## src/hdl/cmpoc_pkg.sv

```systemverilog
// Package of constants for the comparator output control block
package cmpoc_pkg;
    // ========================================
    // Register indices (byte address = 4 * index)
    localparam logic [7:0] STATUS_IDX = 8'h78;
    localparam logic [7:0] INSEL_IDX = 8'h79;
    localparam logic [7:0] ENABLE_IDX = 8'h7a;
    localparam logic [7:0] OUTCFG_IDX = 8'h7b;
    localparam logic [7:0] LUT_IDX = 8'h7c;
    localparam logic [7:0] IRQ_STATUS_IDX = 8'h80;
    localparam logic [7:0] IRQ_MASK_IDX = 8'h81;
    // ========================================
    // Field positions
    localparam int B_LIVE_POS = 5;
    localparam int A_LIVE_POS = 4;
    localparam int B_LATCH_POS = 1;
    localparam int A_LATCH_POS = 0;
    localparam int B_IRQ_CONNECT_POS = 7;
    localparam int B_PIN_SEL_POS = 6;
    localparam int B_CLR_SRC_POS = 5;
    localparam int B_DATA_SEL_POS = 4;
    localparam int A_IRQ_CONNECT_POS = 3;
    localparam int A_PIN_SEL_POS = 2;
    localparam int A_CLR_SRC_POS = 1;
    localparam int A_DATA_SEL_POS = 0;
    localparam int B_ENABLE_POS = 4;
    localparam int A_ENABLE_POS = 0;
    localparam int B_POS_SEL_LSB = 6;
    localparam int B_NEG_SEL_LSB = 4;
    localparam int A_POS_SEL_LSB = 2;
    localparam int A_NEG_SEL_LSB = 0;
    localparam int B_LUT_LSB = 4;
    localparam int A_LUT_LSB = 0;
    localparam int IRQ_ANALOG_POS = 0;
    // ========================================
    // Reset values and masks
    localparam logic [7:0] REG_RESET = 8'h00;
    localparam logic [7:0] ENABLE_MASK = 8'h11;
    localparam logic [7:0] IRQ_MASK_BITS = 8'h01;
endpackage

```

## src/hdl/cmpoc_top.sv

```systemverilog
// Comparator output control: registers, latches, logic functions, interrupt
//
// Design decision made here: the Wishbone register port.
`timescale 1ns/100ps
module cmpoc_top
(
    input wire logic clk_i,
    input wire logic rst_i,
    input wire logic wb_cyc_i,
    input wire logic wb_stb_i,
    input wire logic wb_we_i,
    input wire logic [9:0] wb_adr_i,
    input wire logic [3:0] wb_sel_i,
    input wire logic [31:0] wb_dat_i,
    output logic [31:0] wb_dat_o,
    output logic wb_ack_o,
    input wire logic cmp_a_raw_i,
    input wire logic cmp_b_raw_i,
    output logic cmp_a_enable_o,
    output logic cmp_b_enable_o,
    output logic [1:0] cmp_a_pos_input_select_o,
    output logic [1:0] cmp_a_neg_input_select_o,
    output logic [1:0] cmp_b_pos_input_select_o,
    output logic [1:0] cmp_b_neg_input_select_o,
    output logic cmp_a_pin_o,
    output logic cmp_b_pin_o,
    output logic cmp_a_sense_o,
    output logic cmp_b_sense_o,
    output logic irq_o
);
    // ========================================
    // Registers
    logic [7:0] insel_reg;
    logic [7:0] enable_reg;
    logic [7:0] outcfg_reg;
    logic [7:0] lut_reg;
    logic [7:0] irq_status_reg;
    logic [7:0] irq_mask_reg;
    logic a_latch_reg;
    logic b_latch_reg;
    logic [2:0] a_sync_reg;
    logic [2:0] b_sync_reg;
    logic a_live_reg;
    logic b_live_reg;
    logic a_func_prev_reg;
    logic b_func_prev_reg;
    logic a_data_prev_reg;
    logic b_data_prev_reg;

    // ========================================
    // Bus decode
    logic req;
    logic wr;
    logic [7:0] idx;
    logic wr_lane0;
    assign req = wb_cyc_i && wb_stb_i && !wb_ack_o;
    assign wr = req && wb_we_i;
    assign idx = wb_adr_i[9:2];
    assign wr_lane0 = wr && wb_sel_i[0];

    // ========================================
    // Synchronisers: change accepted when stages two and three agree
    always_ff @(posedge clk_i)
    begin
        if (rst_i)
        begin
            a_sync_reg <= 3'h0;
            b_sync_reg <= 3'h0;
        end
        else
        begin
            a_sync_reg <= {a_sync_reg[1:0], cmp_a_raw_i};
            b_sync_reg <= {b_sync_reg[1:0], cmp_b_raw_i};
        end
    end

    // Stage one may be metastable, so it is never compared
    always_ff @(posedge clk_i)
    begin
        if (rst_i)
        begin
            a_live_reg <= 1'b0;
            b_live_reg <= 1'b0;
        end
        else
        begin
            if (a_sync_reg[1] == a_sync_reg[2])
            begin
                a_live_reg <= a_sync_reg[2];
            end
            if (b_sync_reg[1] == b_sync_reg[2])
            begin
                b_live_reg <= b_sync_reg[2];
            end
        end
    end

    // Disabled comparator reads zero
    logic a_state;
    logic b_state;
    assign a_state = a_live_reg && enable_reg[cmpoc_pkg::A_ENABLE_POS];
    assign b_state = b_live_reg && enable_reg[cmpoc_pkg::B_ENABLE_POS];

    // ========================================
    // Logic functions: x is own comparator, y the other
    // Bit 0 is both high, bit 3 both low
    function automatic logic lut_eval(input logic [3:0] code, input logic x, input logic y);
        lut_eval = code[{~x, ~y}];
    endfunction
    logic a_func;
    logic b_func;
    // Codes: 0h false, Fh true, 1h and, 3h own, 5h other, 6h xor
    assign a_func = lut_eval(lut_reg[cmpoc_pkg::A_LUT_LSB +: 4], a_state, b_state);
    assign b_func = lut_eval(lut_reg[cmpoc_pkg::B_LUT_LSB +: 4], b_state, a_state);
    logic a_func_rise;
    logic b_func_rise;
    assign a_func_rise = a_func && !a_func_prev_reg;
    assign b_func_rise = b_func && !b_func_prev_reg;

    // ========================================
    // Latches
    logic a_sw_clr;
    logic b_sw_clr;
    logic a_clr;
    logic b_clr;
    assign a_sw_clr = wr_lane0 && idx == cmpoc_pkg::STATUS_IDX
        && !wb_dat_i[cmpoc_pkg::A_LATCH_POS];
    assign b_sw_clr = wr_lane0 && idx == cmpoc_pkg::STATUS_IDX
        && !wb_dat_i[cmpoc_pkg::B_LATCH_POS];
    assign a_clr = outcfg_reg[cmpoc_pkg::A_CLR_SRC_POS] ? b_func_rise : a_sw_clr;
    assign b_clr = outcfg_reg[cmpoc_pkg::B_CLR_SRC_POS] ? a_func_rise : b_sw_clr;

    always_ff @(posedge clk_i)
    begin
        if (rst_i)
        begin
            a_latch_reg <= 1'b0;
            b_latch_reg <= 1'b0;
        end
        else
        begin
            a_latch_reg <= a_state || (a_latch_reg && !a_clr);
            b_latch_reg <= b_state || (b_latch_reg && !b_clr);
        end
    end

    // ========================================
    // Output selection
    logic a_data;
    logic b_data;
    assign a_data = outcfg_reg[cmpoc_pkg::A_DATA_SEL_POS] ? a_latch_reg : a_func;
    assign b_data = outcfg_reg[cmpoc_pkg::B_DATA_SEL_POS] ? b_latch_reg : b_func;

    always_ff @(posedge clk_i)
    begin
        if (rst_i)
        begin
            a_func_prev_reg <= 1'b0;
            b_func_prev_reg <= 1'b0;
            a_data_prev_reg <= 1'b0;
            b_data_prev_reg <= 1'b0;
        end
        else
        begin
            a_func_prev_reg <= a_func;
            b_func_prev_reg <= b_func;
            a_data_prev_reg <= a_data;
            b_data_prev_reg <= b_data;
        end
    end

    always_ff @(posedge clk_i)
    begin
        if (rst_i)
        begin
            cmp_a_pin_o <= 1'b0;
            cmp_b_pin_o <= 1'b0;
            cmp_a_sense_o <= 1'b0;
            cmp_b_sense_o <= 1'b0;
        end
        else
        begin
            cmp_a_pin_o <= outcfg_reg[cmpoc_pkg::A_PIN_SEL_POS] ? a_latch_reg : a_func;
            cmp_b_pin_o <= outcfg_reg[cmpoc_pkg::B_PIN_SEL_POS] ? b_latch_reg : b_func;
            cmp_a_sense_o <= a_data;
            cmp_b_sense_o <= b_data;
        end
    end

    // ========================================
    // Analog interrupt event: rising edge of any connected data path
    logic irq_event;
    assign irq_event =
        (outcfg_reg[cmpoc_pkg::A_IRQ_CONNECT_POS] && a_data && !a_data_prev_reg) ||
        (outcfg_reg[cmpoc_pkg::B_IRQ_CONNECT_POS] && b_data && !b_data_prev_reg);

    always_ff @(posedge clk_i)
    begin
        if (rst_i)
        begin
            irq_status_reg <= cmpoc_pkg::REG_RESET;
        end
        else
        begin
            // Set wins over write-one-to-clear
            irq_status_reg[cmpoc_pkg::IRQ_ANALOG_POS] <= irq_event ||
                (irq_status_reg[cmpoc_pkg::IRQ_ANALOG_POS] &&
                 !(wr_lane0 && idx == cmpoc_pkg::IRQ_STATUS_IDX &&
                   wb_dat_i[cmpoc_pkg::IRQ_ANALOG_POS]));
        end
    end
    assign irq_o = |(irq_status_reg & irq_mask_reg);

    // ========================================
    // Configuration writes (reserved bits forced to zero)
    always_ff @(posedge clk_i)
    begin
        if (rst_i)
        begin
            insel_reg <= cmpoc_pkg::REG_RESET;
            enable_reg <= cmpoc_pkg::REG_RESET;
            outcfg_reg <= cmpoc_pkg::REG_RESET;
            lut_reg <= cmpoc_pkg::REG_RESET;
            irq_mask_reg <= cmpoc_pkg::REG_RESET;
        end
        else if (wr_lane0)
        begin
            unique case (idx)
                cmpoc_pkg::INSEL_IDX: insel_reg <= wb_dat_i[7:0];
                cmpoc_pkg::ENABLE_IDX:
                    enable_reg <= wb_dat_i[7:0] & cmpoc_pkg::ENABLE_MASK;
                cmpoc_pkg::OUTCFG_IDX: outcfg_reg <= wb_dat_i[7:0];
                cmpoc_pkg::LUT_IDX: lut_reg <= wb_dat_i[7:0];
                cmpoc_pkg::IRQ_MASK_IDX: irq_mask_reg <= wb_dat_i[7:0] & cmpoc_pkg::IRQ_MASK_BITS;
                default: ;
            endcase
        end
    end

    assign cmp_a_enable_o = enable_reg[cmpoc_pkg::A_ENABLE_POS];
    assign cmp_b_enable_o = enable_reg[cmpoc_pkg::B_ENABLE_POS];
    assign cmp_a_pos_input_select_o = insel_reg[cmpoc_pkg::A_POS_SEL_LSB +: 2];
    assign cmp_b_pos_input_select_o = insel_reg[cmpoc_pkg::B_POS_SEL_LSB +: 2];
    assign cmp_a_neg_input_select_o = insel_reg[cmpoc_pkg::A_NEG_SEL_LSB +: 2];
    assign cmp_b_neg_input_select_o = insel_reg[cmpoc_pkg::B_NEG_SEL_LSB +: 2];

    // ========================================
    // Read data and acknowledge
    logic [7:0] status_view;
    always_comb
    begin
        status_view = 8'h00;
        status_view[cmpoc_pkg::B_LIVE_POS] = b_state;
        status_view[cmpoc_pkg::A_LIVE_POS] = a_state;
        status_view[cmpoc_pkg::B_LATCH_POS] = b_latch_reg;
        status_view[cmpoc_pkg::A_LATCH_POS] = a_latch_reg;
    end

    always_ff @(posedge clk_i)
    begin
        if (rst_i)
        begin
            wb_ack_o <= 1'b0;
        end
        else
        begin
            wb_ack_o <= req;
        end
    end

    // Read data stands only in the ack cycle
    always_ff @(posedge clk_i)
    begin
        if (rst_i)
        begin
            wb_dat_o <= 32'h0000_0000;
        end
        else
        begin
            wb_dat_o <= 32'h0000_0000;
            if (req && !wb_we_i)
            begin
                unique case (idx)
                    cmpoc_pkg::STATUS_IDX: wb_dat_o[7:0] <= status_view;
                    cmpoc_pkg::INSEL_IDX: wb_dat_o[7:0] <= insel_reg;
                    cmpoc_pkg::ENABLE_IDX: wb_dat_o[7:0] <= enable_reg;
                    cmpoc_pkg::OUTCFG_IDX: wb_dat_o[7:0] <= outcfg_reg;
                    cmpoc_pkg::LUT_IDX: wb_dat_o[7:0] <= lut_reg;
                    cmpoc_pkg::IRQ_STATUS_IDX: wb_dat_o[7:0] <= irq_status_reg;
                    cmpoc_pkg::IRQ_MASK_IDX: wb_dat_o[7:0] <= irq_mask_reg;
                    default: wb_dat_o <= 32'h0000_0000;
                endcase
            end
        end
    end
endmodule // cmpoc_top
```

## config.mk

```make
export PLATFORM = sky130hd
export DESIGN_NAME = cmpoc_top
export DESIGN_NICKNAME = d
export VERILOG_FILES = /design/src/hdl/cmpoc_pkg.sv /design/src/hdl/cmpoc_top.sv
export SDC_FILE = /design/constraint.sdc
export NUM_CORES = 1
export LEC_CHECK = 0
export BUFFER_PORTS_ARGS = -buffer_cell sky130_fd_sc_hd__buf_2
export CAP_MARGIN = 10
export CORE_UTILIZATION = 45
export CTS_CLUSTER_DIAMETER = 40
export DETAILED_ROUTE_END_ITERATION = 7
export PLACE_DENSITY = 0.8
export SLEW_MARGIN = 20
export SYNTH_ARGS = -nofsm -noshare
export SYNTH_HDL_FRONTEND = slang
export SYNTH_SLANG_ARGS = --single-unit
export TNS_END_PERCENT = 30
```

## constraint.sdc

```tcl
create_clock -name clk_i -period 3.5 [get_ports clk_i]
set_clock_uncertainty 0.1 [all_clocks]
set_input_delay 0.7 -clock clk_i [delete_from_list [all_inputs] [get_ports clk_i]]
set_output_delay 0.7 -clock clk_i [all_outputs]
set_load 0.02 [all_outputs]
```

==> results.md, run 1 <==
- The share of post-route cells with drive strength above 1 is between 20% and 30%.
- Synthesis instantiated 35 different standard cells from the library.
- The internal portion of the total power is 803 uW.
- In this run the tightest slew margin relative to its limit is approximately 45%.
- The number of buffers and inverters on the critical path is 1.
- The number of antenna diodes in the final layout is 0.
- The worst register-to-register path begins at wb_ack_o$_SDFF_PP0_.
- For this run, the total global-route usage over all layers was measured as 19.0%.
- The synthesized netlist devotes 0% of its cell area to XOR and XNOR gates.
- The gate family responsible for the most delay along the worst path is simple AND/OR/NAND/NOR gates.
- The number of clock sinks is 53.
- Setup violations remaining at the end of the flow were counted as 0.
- The post-route core utilization is between 50% and 60%.
- After Yosys synthesis, and, or, nand and nor cells account for between 20% and 30% of the synthesized area.
- In this run the static leakage power is ~1.1 nW.
- The source of the critical timing path is wb_adr_i[2].
- Summing the areas of all compound-gate instances in the mapped netlist gives a little over a tenth of the synthesized area.
- After detailed routing, the average wire length per cell comes to approximately 13 um.
- The core area is 0.00511 mm2.
- Power spread over the standard cell area amounts to a little under 400 mW/mm2.
- The fraction of power consumed by sequential logic is between 50 and 60%.
- The register bit count reported by yosys is 53.
- In this run the deepest clock path goes through 2 buffers.
- After routing, the total negative slack on setup checks comes to 0 ps.
- The floorplan step set the die width to roughly 75 um.
- The critical path capture point type is a flop.
- Setup repair after global routing left no endpoint under its margin.
- The critical path in this run is classified as in2reg.
- Once the clock tree was built, the resizer swapped 0 gates to a different size.
- The detailed router placed about 1.9k vias in this run.
- The pre-antenna-repair detailed-routing pass consisted of 4 iterations.
- In this run the clock root is driven by a clkbuf_8.
- The library cell used most frequently in the layout, excluding fill and tap cells, is dfxtp_1.
- The worst-case vdd ir drop is roughly 0.20 mV.
- The row count is 26.
- The final critical path time including I/O delays and setup is about 2400 ps.
- The first-pass GRT wire length is between 7000 and 8000 um.
- The multiplexer fraction of the synthesized cell area is about a tenth.
- Each instance of the synthesized netlist takes up on average 8.67 um2.
- The clock tree synthesis step divided the H-tree into 2 levels.
- The max-cap violation count is 0.
- After synthesis, the largest family of logic cells by area is simple AND/OR/NAND/NOR gates.
- The number of nets with antenna violations after detailed routing is 0.
- The final hold violation count came to 0.
- Sequential elements use about 45% of the synthesized area.
- At the end of routability-driven placement, the weighted congestion stood at around 0.85.
- The clock slew at the register clock pins of the worst setup and hold paths is about 90 ps.
- The required time of the critical path is roughly 3600 ps.
- The floorplan die area is between 0.005 and 0.006 mm2.
- The adder-cell share of the synthesized area is 0%.
- Combinational logic is responsible for between 7 and 8% of the overall power.
- In the final design database the tool counted between 300 and 400 nets.
- The remaining design rule violation count is 0.
- Port buffering added between 40 and 50 buffers.
- The minimum setup slack after placement is ~860 ps.
- The critical path crosses 5 cells after its start point.
- The Yosys step of the flow raised 0 warnings.
- The reg-to-reg endpoint is insel_reg[0]$_SDFFE_PP0P_.
- Hold repair after CTS inserted 0 buffers.
- The largest net degree at the start of global routing is 48.
- The worst register-to-register path has a depth of 6.
- The detailed-placement wirelength estimate is 3490 um.
- For the worst-skew pair, the clock arrives at the later sink with an insertion delay of 310 ps.
- The gate count after technology mapping is ~270.
- After layout, the worst path uses between 60% and 70% of the clock period.
- The via count of the first global-routing pass is approximately 1.6k.
- The worst stage delay on the critical path is just under 600 ps.
- The max-slew violation total from the final report is 0.
- The fraction of power consumed by the clock network is a little over a third.
- The critical path ends at insel_reg[0]$_SDFFE_PP0P_.
- Leaving out fill and tap cells, the most frequent cells in the layout are 53 x dfxtp_1, 47 x buf_2, 46 x nand2_1.
- Compared with the post-synthesis result, the final layout area differs by 11.6%.
- After detailed routing, the number of vias per cell comes to just under 5.
- Pin placement for this block handled just over 100 I/O pins.
- The element type at the critical path start is a primary input.
- After synthesis the cells add up to about 0.0024 mm2.
- The total setup buffers inserted after CTS is 0.
- The vertical die dimension is between 70 and 80 um.
- The initial antenna violation count is 0.
- Traced cell by cell, the critical path runs through buf_2 > nor2b_1 > nand3b_1 > mux2i_1 > nor2_1.
- For this configuration, the core starts out at a cell density of roughly 46%.
- The share of total power consumed by net switching is a little under a quarter.
- Data arrives at the worst endpoint at 2440 ps.
- The run finished with clean final reports.
- The number of buffers inserted during clock tree synthesis is 5.
- Derived from the worst setup path, the maximum achievable clock frequency is about 0.42 GHz.
- The CTS tree is built.
- The slowest stage of the critical path is the nand3b_1 cell.
- The worst-path maximum fanout is 12.
- The DRC violation total after the first TritonRoute iteration is between 100 and 150.
- The minimum setup slack among reg-to-reg paths is 1470 ps.
- The final setup slack of the worst path is 1120 ps.
- The worst min-delay path class is reg2reg.
- For the pin with the worst max-slew slack, the measured transition is 819 ps.
- Summed over all nets, the switching power comes to between 200 and 300 uW.
- The detailed-route wire length is ~5000 um.
- The final global-route overflow total is 0.
==> layer usage <==
| metal | wire length (um) | global-route usage [%] | vias up | share of wire [%] |
|---|---|---|---|---|
| met2 | 2460 | 32.6 | 66 | 49 |
| met1 | 2150 | 23.7 | 873 | 43 |
| met3 | 302 | 5.09 | 8 | 6.1 |
| met5 | 0 | 0 | - | 0 |
| li1 | - | - | 959 | - |
| met4 | 69 | 5.03 | 0 | 1.4 |
==> how the worst min path moves through the flow <==
stage	from	to	cells past startpoint	slack, ps
2_1_floorplan	a_sync_reg[0]$_SDFF_PP0_	a_sync_reg[1]$_SDFF_PP0_	1	310
3_3_place_gp	b_sync_reg[0]$_SDFF_PP0_	b_sync_reg[1]$_SDFF_PP0_	1	320
3_5_place_dp	b_sync_reg[0]$_SDFF_PP0_	b_sync_reg[1]$_SDFF_PP0_	1	330
4_1_cts	b_sync_reg[0]$_SDFF_PP0_	b_sync_reg[1]$_SDFF_PP0_	1	350
5_1_grt	b_sync_reg[0]$_SDFF_PP0_	b_sync_reg[1]$_SDFF_PP0_	1	370
6_report	b_sync_reg[0]$_SDFF_PP0_	b_sync_reg[1]$_SDFF_PP0_	1	340
==> stage by stage <==
stage / std cells / power, mW / cell area [um2] / hold WS (ps)
finish: 385 / 1.05 / 2650 / 341
global route: 385 / 1.10 / 2650 / 368
CTS: 385 / 1.06 / 2650 / 350
detailed placement: 377 / 0.695 / 2550 / 328
global placement: 377 / 0.695 / 2550 / 316
floorplan: 297 / 0.693 / 2460 / 314
==> area by class of cell <==
| cell class | instances | area (um2) |
|---|---|---|
| Fill cell | 501 | 2460 |
| Multi-Input combinational cell | 205 | 1150 |
| Sequential cell | 53 | 1060 |
| Timing Repair Buffer | 48 | 243 |
| Clock buffer | 7 | 96.3 |
| Tap cell | 70 | 87.6 |
| Clock inverter | 1 | 5.00 |
| Inverter | 1 | 3.75 |
==> cells by family after synthesis <==
group,count (synthesis)
DFF,53
muxes,20
and+or+nand+nor,116
other,1
AOI/OAI and AO/OA,45
buffers and inverters,39
==> synth_stat cells, drive strengths merged <==
cell type,number,area share (%)
nand3b,5,2.1
nor3,3,0.63
nand2,48,7.8
o22ai,1,0.26
a311o,1,0.42
and3b,1,0.37
o21ai,6,1.3
nor3b,2,0.63
mux2,3,1.4
nor4bb,1,0.42
and4,1,0.37
and3,1,0.26
buf,29,8.7
nor2,28,4.4
conb,1,0.16
nor4,2,1.2
o22a,1,0.37
dfxtp,53,45
a21oi,28,5.9
or2,1,0.26
inv,1,0.16
clkbuf,9,1.5
a22oi,7,2.2
nor2b,10,2.6
and2,4,1.1
mux2i,15,6.3
mux4,2,1.9
nand3,7,1.5
a2bb2oi,1,0.37
nor4b,2,0.74
==> power groups by stage <==
| stage | combinational (mW) | sequential (mW) | clock [mW] |
|---|---|---|---|
| floorplan | 0.0715 | 0.621 | 0 |
| global placement | 0.0737 | 0.621 | 0 |
| detailed placement | 0.0742 | 0.621 | 0 |
| CTS | 0.0745 | 0.607 | 0.376 |
| global route | 0.0832 | 0.608 | 0.405 |
| finish | 0.0753 | 0.607 | 0.371 |
Note: power is estimated with default switching activity, not from simulation.
==> run 2, diff against run 1 <==
==> constraint.sdc (replaced) <==
create_clock -name clk_i -period 2.2 [get_ports clk_i]
set_clock_uncertainty 0.1 [all_clocks]
set_input_delay 0.44 -clock clk_i [delete_from_list [all_inputs] [get_ports clk_i]]
set_output_delay 0.44 -clock clk_i [all_outputs]
set_load 0.02 [all_outputs]
==> run 2 against run 1 <==
Net effect:
- worst hold slack lost 98 ps
- combinational power rose by 73%
- clock power is 80% higher
- count of clock-buffer cells in the layout did not move
- sequential power increased by 59%
- sequential share of layout area is 1.1 points lower
- largest cell class unchanged
- highest routed layer unchanged
==> results.md, run 2 (synthesis gave the netlist of run 1 again) <==
- The required time of the critical path was 2300 ps (-1270 ps).
- The row count is 26 (unchanged).
- The critical path arrival is 1970 ps (-470 ps).
- The final-layout setup total negative slack is 0 ps (unchanged).
- The number of instances resized during post-cts repair was 0 (unchanged).
- The max-slew violation total from the final report is 0 (unchanged).
- The register cell area after layout was 0.00106 mm2 (unchanged).
- The count of input and output buffers is 47 (unchanged).
- The power density of the placed cells came to 647 mW/mm2 (+63%).
- The final standard cell area without fillers was 0.00273 mm2 (+2.8%).
- The detailed-placement wirelength estimate is 3690 um (+5.8%).
- The worst setup path is launched from a flop.
- The via count came to 1982 (+4.0%).
- The worst path uses around 85% of the clock period.
- Compared with the post-synthesis result, the final layout area differs by 14.8%.
- The remaining design rule violation count came to 0 (unchanged).
- The minimum setup slack among reg-to-reg paths was 330 ps (-1140 ps).
- Leaving out fill and tap cells, the most frequent cell in the layout is dfxtp_1.
- The number of buffers inserted during clock tree synthesis is 5 (unchanged).
- The run finished with clean final reports.
- In this run the critical register-to-register path is launched from enable_reg[0]$_SDFFE_PP0P_.
- The die extent in x is 74.6 um (unchanged).
- The post-place instance area is 0.00261 mm2 (+2.4%).
- The via density per instance is 5.04 (+1.9%).
- The clock tree buffer depth is 2 (unchanged).
- The overall track demand over capacity in global routing is 19.4% (+0.43 points).
- The share of post-route cells with drive strength above 1 is 22.6% (+1.6 points).
- The worst-case vdd ir drop is 0.372 mV (+84%).
- The number of clock sinks was 53 (unchanged).
- Walking the worst path, the cells encountered are nand2_2 > mux4_2 > mux2i_1 > nor2_1 > a311o_1.
- The CTS tree is built.
- The count of endpoints failing setup in the final report is 0 (unchanged).
- The first-pass GRT wire length came to 8380 um (+5.7%).
- The clock slew at the register clock pins of the worst setup and hold paths is 90 ps (about the same).
- The root cell of the clock tree is clkbuf_8.
- The final critical path time including I/O delays and setup is ~1900 ps.
- The worst min-delay path class is in2reg.
- The initial standard-cell utilization of the core is 46.5% (unchanged).
- The final setup slack of the worst path came to 325 ps (-799 ps).
- The worst stage delay on the critical path is 560 ps (-30 ps).
- The worst-path maximum fanout is 4 (-8).
- The initial antenna violation count is 0 (unchanged).
- The DRC violation total after the first TritonRoute iteration was 160 (+10%).
- The setup path with the least slack is of type reg2reg.
- The number of buffers inserted by hold repair at cts is 0 (unchanged).
- The slowest stage of the critical path is the mux4_2 cell.
- The detailed-route wire length is 5060 um (+1.5%).
- The count of H-tree levels built during CTS is 2 (unchanged).
- The via count of the first global-routing pass is 1810 (+9.9%).
- The vertical die dimension is 74.6 um (unchanged).
- The max-cap violation count is 0 (unchanged).
- The critical path ends at irq_status_reg[0]$_SDFF_PP0_.
- The wire length per cell is 12.9 um (-0.58%).
- The floorplan die area is 0.00557 mm2 (unchanged).
- The source of the critical timing path is enable_reg[0]$_SDFFE_PP0P_.
- The detailed-routing iteration count for the pre-antenna-repair pass is 4 (unchanged).
- Leaving out fill and tap cells, the most frequent cells in the layout are 53 x dfxtp_1, 47 x buf_2, 46 x nand2_1.
- The multi-input logic area is 0.00115 mm2 (unchanged).
- The reg-to-reg endpoint is irq_status_reg[0]$_SDFF_PP0_.
- The timing-limited maximum frequency is approximately 0.53 GHz.
- The minimum setup slack after placement was 242 ps (-622 ps).
- The number of top-level pins came to 101 (unchanged).
- The total setup buffers inserted after CTS is 0 (unchanged).
- The leakage power total is 1.16 nW (+3.9%).
- The clock latency of the later-clocked register in the worst-skew pair is 300 ps (about the same).
- The worst reg2reg path depth came to 5 (-1).
- The final hold violation count came to 0 (unchanged).
- The critical path capture point type is a flop.
- The final global-route overflow total is 0 (unchanged).
- Setup repair after global routing left no endpoint under its margin.
- The post-route core utilization is 53.4% (+1.5 points).
- The filler cell count in the final layout is 489 (-2.4%).
- The diode insertion count for antenna repair was 0 (unchanged).
- The largest net degree at the start of global routing is 27 (-44%).
- The number of nets with antenna violations after detailed routing was 0 (unchanged).
- The final net count was 375 (+2.2%).
- The core area was 0.00511 mm2 (unchanged).
- The routability congestion estimate is 0.847 (-0.69%).
## run 2: cell types whose count changed in the layout (fill, tap and decap cells not counted)
cell,change
buf_4,+8
bufinv_16,+1
clkbuf_1,+1
clkbuf_8,-1
clkinv_2,-1
## run 2: report_power, final
group | switching [mW] | internal [mW] | total (mW)
sequential | 0.00188 | 0.964 | 0.966
combinational | 0.0933 | 0.0364 | 0.130
clock | 0.298 | 0.371 | 0.669
total | 0.393 | 1.37 | 1.76
## run 2: worst max-delay path: cells and delay by family (launching register included)
| family | cells | cell delay [ps] |
|---|---|---|
| DFF | 1 | 370 |
| muxes | 2 | 730 |
| AOI/OAI and AO/OA | 1 | 350 |
| and+or+nand+nor | 2 | 220 |
## run 2: metal layers
layer  GRT usage, %  up-vias  part of all wire (%)
met5              0        -                     0
li1               -      980                     -
met3           4.42       11                   6.9
met2           33.5       83                    49
met4           5.45        0                   1.5
met1           24.4      908                    42
## run 2: worst min path at each step
| stage | from | to | slack [ps] | cells past startpoint |
|---|---|---|---|---|
| 6_report | cmp_a_raw_i | a_sync_reg[0]$_SDFF_PP0_ | 240 | 2 |
| 5_1_grt | cmp_a_raw_i | a_sync_reg[0]$_SDFF_PP0_ | 260 | 2 |
| 4_1_cts | cmp_a_raw_i | a_sync_reg[0]$_SDFF_PP0_ | 240 | 2 |
| 3_5_place_dp | b_sync_reg[0]$_SDFF_PP0_ | b_sync_reg[1]$_SDFF_PP0_ | 330 | 1 |
| 3_3_place_gp | a_sync_reg[0]$_SDFF_PP0_ | a_sync_reg[1]$_SDFF_PP0_ | 310 | 1 |
| 2_1_floorplan | a_sync_reg[0]$_SDFF_PP0_ | a_sync_reg[1]$_SDFF_PP0_ | 310 | 1 |
## run 2: per-stage QoR
stage	hold WS, ps	std cells	power (mW)
global route	263	393	1.82
CTS	239	393	1.77
finish	244	393	1.76
floorplan	314	297	1.10
global placement	315	385	1.11
detailed placement	330	385	1.12
## run 2: area by class of cell
cell class / instances / area share, %
clock buffers: 7 / 3.17
clock inverters: 1 / 1.10
inverters: 1 / 0.138
well taps: 70 / 3.21
multi-input cells: 205 / 42.3
flip-flops and latches: 53 / 38.9
repair buffers: 56 / 11.1
==> run 3, diff against run 2 <==
--- a/config.mk
+++ b/config.mk
@@ -9,8 +9,11 @@
 export CAP_MARGIN = 10
 export CORE_UTILIZATION = 45
 export CTS_CLUSTER_DIAMETER = 40
+export CTS_CLUSTER_SIZE = 30
 export DETAILED_ROUTE_END_ITERATION = 7
+export GPL_ROUTABILITY_DRIVEN = 0
 export PLACE_DENSITY = 0.8
+export SETUP_SLACK_MARGIN = 0.4
 export SLEW_MARGIN = 20
 export SYNTH_ARGS = -nofsm -noshare
 export SYNTH_HDL_FRONTEND = slang
==> run 3 against run 2 <==
Net effect:
- critical path depth stayed put
- sequential power barely moved
- first-iteration DRC count grew 13%
- via count fell by 0.81%
- cell count up 1.0%
- worst setup slack improved by 98 ps
- global-route usage fell by 0.93 points
- maximum frequency up 5.5%
- worst hold slack gained 0.73 ps
- routed wire length is 0.26% lower
- design area rose by 1.5%
- non-clock buffer count rose by 4
==> results.md, run 3 (synthesis gave the netlist of run 1 again) <==
- The run finished with clean final reports.
- The critical path capture point type is a flop.
- The final-layout setup total negative slack is 0 ps (unchanged).
- The worst-case vdd ir drop came to 0.305 mV (-18%).
- The wire length per cell is 12.7 um (-1.3%).
- The post-route core utilization is 54.2% (+0.81 points).
- The count of H-tree levels built during CTS was 2 (unchanged).
- The routed length on met2 is 2480 um (-0.60%).
- The met1 layer wirelength in the final routing is 2100 um (-1.3%).
- The clock latency of the later-clocked register in the worst-skew pair is 300 ps (about the same).
- The required time of the critical path is 2300 ps (about the same).
- The overall power after layout was 1.69 mW (-4.2%).
- The critical path arrival is 1870 ps (-100 ps).
- Headroom to the max-slew limit came out at roughly 62%.
- The vertical die dimension was 74.6 um (unchanged).
- The number of nets with antenna violations after detailed routing was 0 (unchanged).
- For the pin with the worst max-slew slack, the measured transition is around 560 ps.
- The power density of the placed cells was 611 mW/mm2 (-5.6%).
- The timing-limited maximum frequency was 0.563 GHz (+5.5%).
- The leakage power total came to 1.19 nW (+2.7%).
- The diode insertion count for antenna repair is 0 (unchanged).
- The final setup slack of the worst path is 423 ps (+97.6 ps).
- In the layout the commonest cells are 50 x dfxtp_1, 47 x buf_2, 46 x nand2_1.
- The via count was 1966 (-0.81%).
- The period utilization is 80.8% (-4.4 points).
- The filler cell count in the final layout is 464 (-5.1%).
- The number of clock sinks was 53 (unchanged).
- The worst stage delay on the critical path is 530 ps (-30 ps).
- The number of top-level pins was 101 (unchanged).
- The highest layer touched by signal routing is met4.
- The overall track demand over capacity in global routing is 18.5% (-0.93 points).
- The count of input and output buffers came to 47 (unchanged).
- The final critical path time including I/O delays and setup was 1780 ps (-97.6 ps).
- The library cell used most frequently in the layout, excluding fill and tap cells, is dfxtp_1.
- The number of buffers and inverters on the critical path was 0 (unchanged).
- The detailed-route wire length is 5050 um (-0.26%).
- The via count of the first global-routing pass came to 1640 (-9.4%).
- The routed length on met3 is 397 um (+13%).
- The remaining design rule violation count is 0 (unchanged).
- The core area came to 0.00511 mm2 (unchanged).
- Setup repair after global routing could not meet its margin everywhere.
- The largest net degree at the start of global routing was 27 (unchanged).
- The number of buffers inserted during clock tree synthesis is 5 (unchanged).
- The initial standard-cell utilization of the core was 46.5% (unchanged).
- The clock slew at the register clock pins of the worst setup and hold paths is 90 ps (about the same).
- The final net count came to 379 (+1.1%).
- The die extent in x came to 74.6 um (unchanged).
- The layout overhead on the synthesized area is 16.5%.
- The minimum setup slack after placement was 188 ps (-53.4 ps).
- The first-pass GRT wire length is 7770 um (-7.2%).
- STA classifies the critical path startpoint as a flop.
- In this design, the largest share of critical-path delay is due to multiplexers.
- The worst-path maximum fanout is 4 (unchanged).
- TritonCTS built the clock tree.
- The critical setup path kind is reg2reg.
- The largest individual stage delay along the critical path comes from the cell mux4_2.
- The root cell of the clock tree is clkbuf_8.
- The count of endpoints failing setup in the final report is 0 (unchanged).
- The clock tree buffer depth is 2 (unchanged).
- The worst hold-check slack is 244 ps (+0.733 ps).
- The initial antenna violation count is 0 (unchanged).
- The row count is 26 (unchanged).
- The max-slew violation total from the final report is 0 (unchanged).
- The share of post-route cells with drive strength above 1 was 25.7% (+3.1 points).
- The DRC violation total after the first TritonRoute iteration came to 181 (+13%).
- The final hold violation count came to 0 (unchanged).
- The via density per instance is 4.95 (-1.8%).
- The signal on the critical path passes through nand2_2 > mux4_2 > mux2i_1 > nor2_1 > a311o_1.
- The path class of the tightest hold or removal check is in2reg.
- The final global-route overflow total is 0 (unchanged).
- The max-cap violation count came to 0 (unchanged).
- The detailed-routing iteration count for the pre-antenna-repair pass came to 4 (unchanged).
- The floorplan die area came to 0.00557 mm2 (unchanged).
- The detailed-placement wirelength estimate is 3640 um (-1.5%).
-- run 3: final timing paths --
kind / from / endpoint / slack (ps) / cells past startpoint
setup / recovery: enable_reg[0]$_SDFFE_PP0P_ / irq_status_reg[0]$_SDFF_PP0_ / 420 / 5
hold / removal: cmp_a_raw_i / a_sync_reg[0]$_SDFF_PP0_ / 240 / 2
setup reg to reg: enable_reg[0]$_SDFFE_PP0P_ / irq_status_reg[0]$_SDFF_PP0_ / 420 / 5
hold reg to reg: b_sync_reg[0]$_SDFF_PP0_ / b_sync_reg[1]$_SDFF_PP0_ / 340 / 1
-- run 3: timing repair --
item,4_1_cts,5_1_grt
buffers inserted,4,0
endpoints found under the setup margin,4,17
gates resized for setup,1,7
pin swaps,1,1
hold buffers,0,0
-- run 3: final cells by class --
cell class                      count  area, um2  area share, %
Timing Repair Buffer               60        333           12.0
Inverter                            1       3.75          0.136
Sequential cell                    53       1070           38.6
Clock inverter                      1       8.76          0.317
Clock buffer                        7       96.3           3.48
Tap cell                           70       87.6           3.17
Multi-Input combinational cell    205       1170           42.3
-- run 3: through the flow --
stage	cells	cell area (um2)
2_1_floorplan	297	2460
3_3_place_gp	385	2610
4_1_cts	397	2750
5_1_grt	397	2770
6_report	397	2770
3_5_place_dp	385	2610
-- run 3: where the power goes --
| part | total [mW] | switching, mW | internal, mW |
|---|---|---|---|
| logic | 0.131 | 0.0944 | 0.0366 |
| registers | 0.964 | 0.00180 | 0.962 |
| clock network | 0.595 | 0.304 | 0.291 |
-- run 3: layer usage --
metal  global-route usage [%]  vias up
met5                        0        -
met4                     4.61        0
met3                     4.15        8
met2                     30.4       94
met1                     24.8      883
li1                         -      981
-- run 3: worst reg2reg max path, stage by stage, from the launching register on --
cell and delay [ps]:
dfxtp_2 360, nand2_2 100, mux4_2 530, mux2i_1 160, nor2_1 70, a311o_1 360
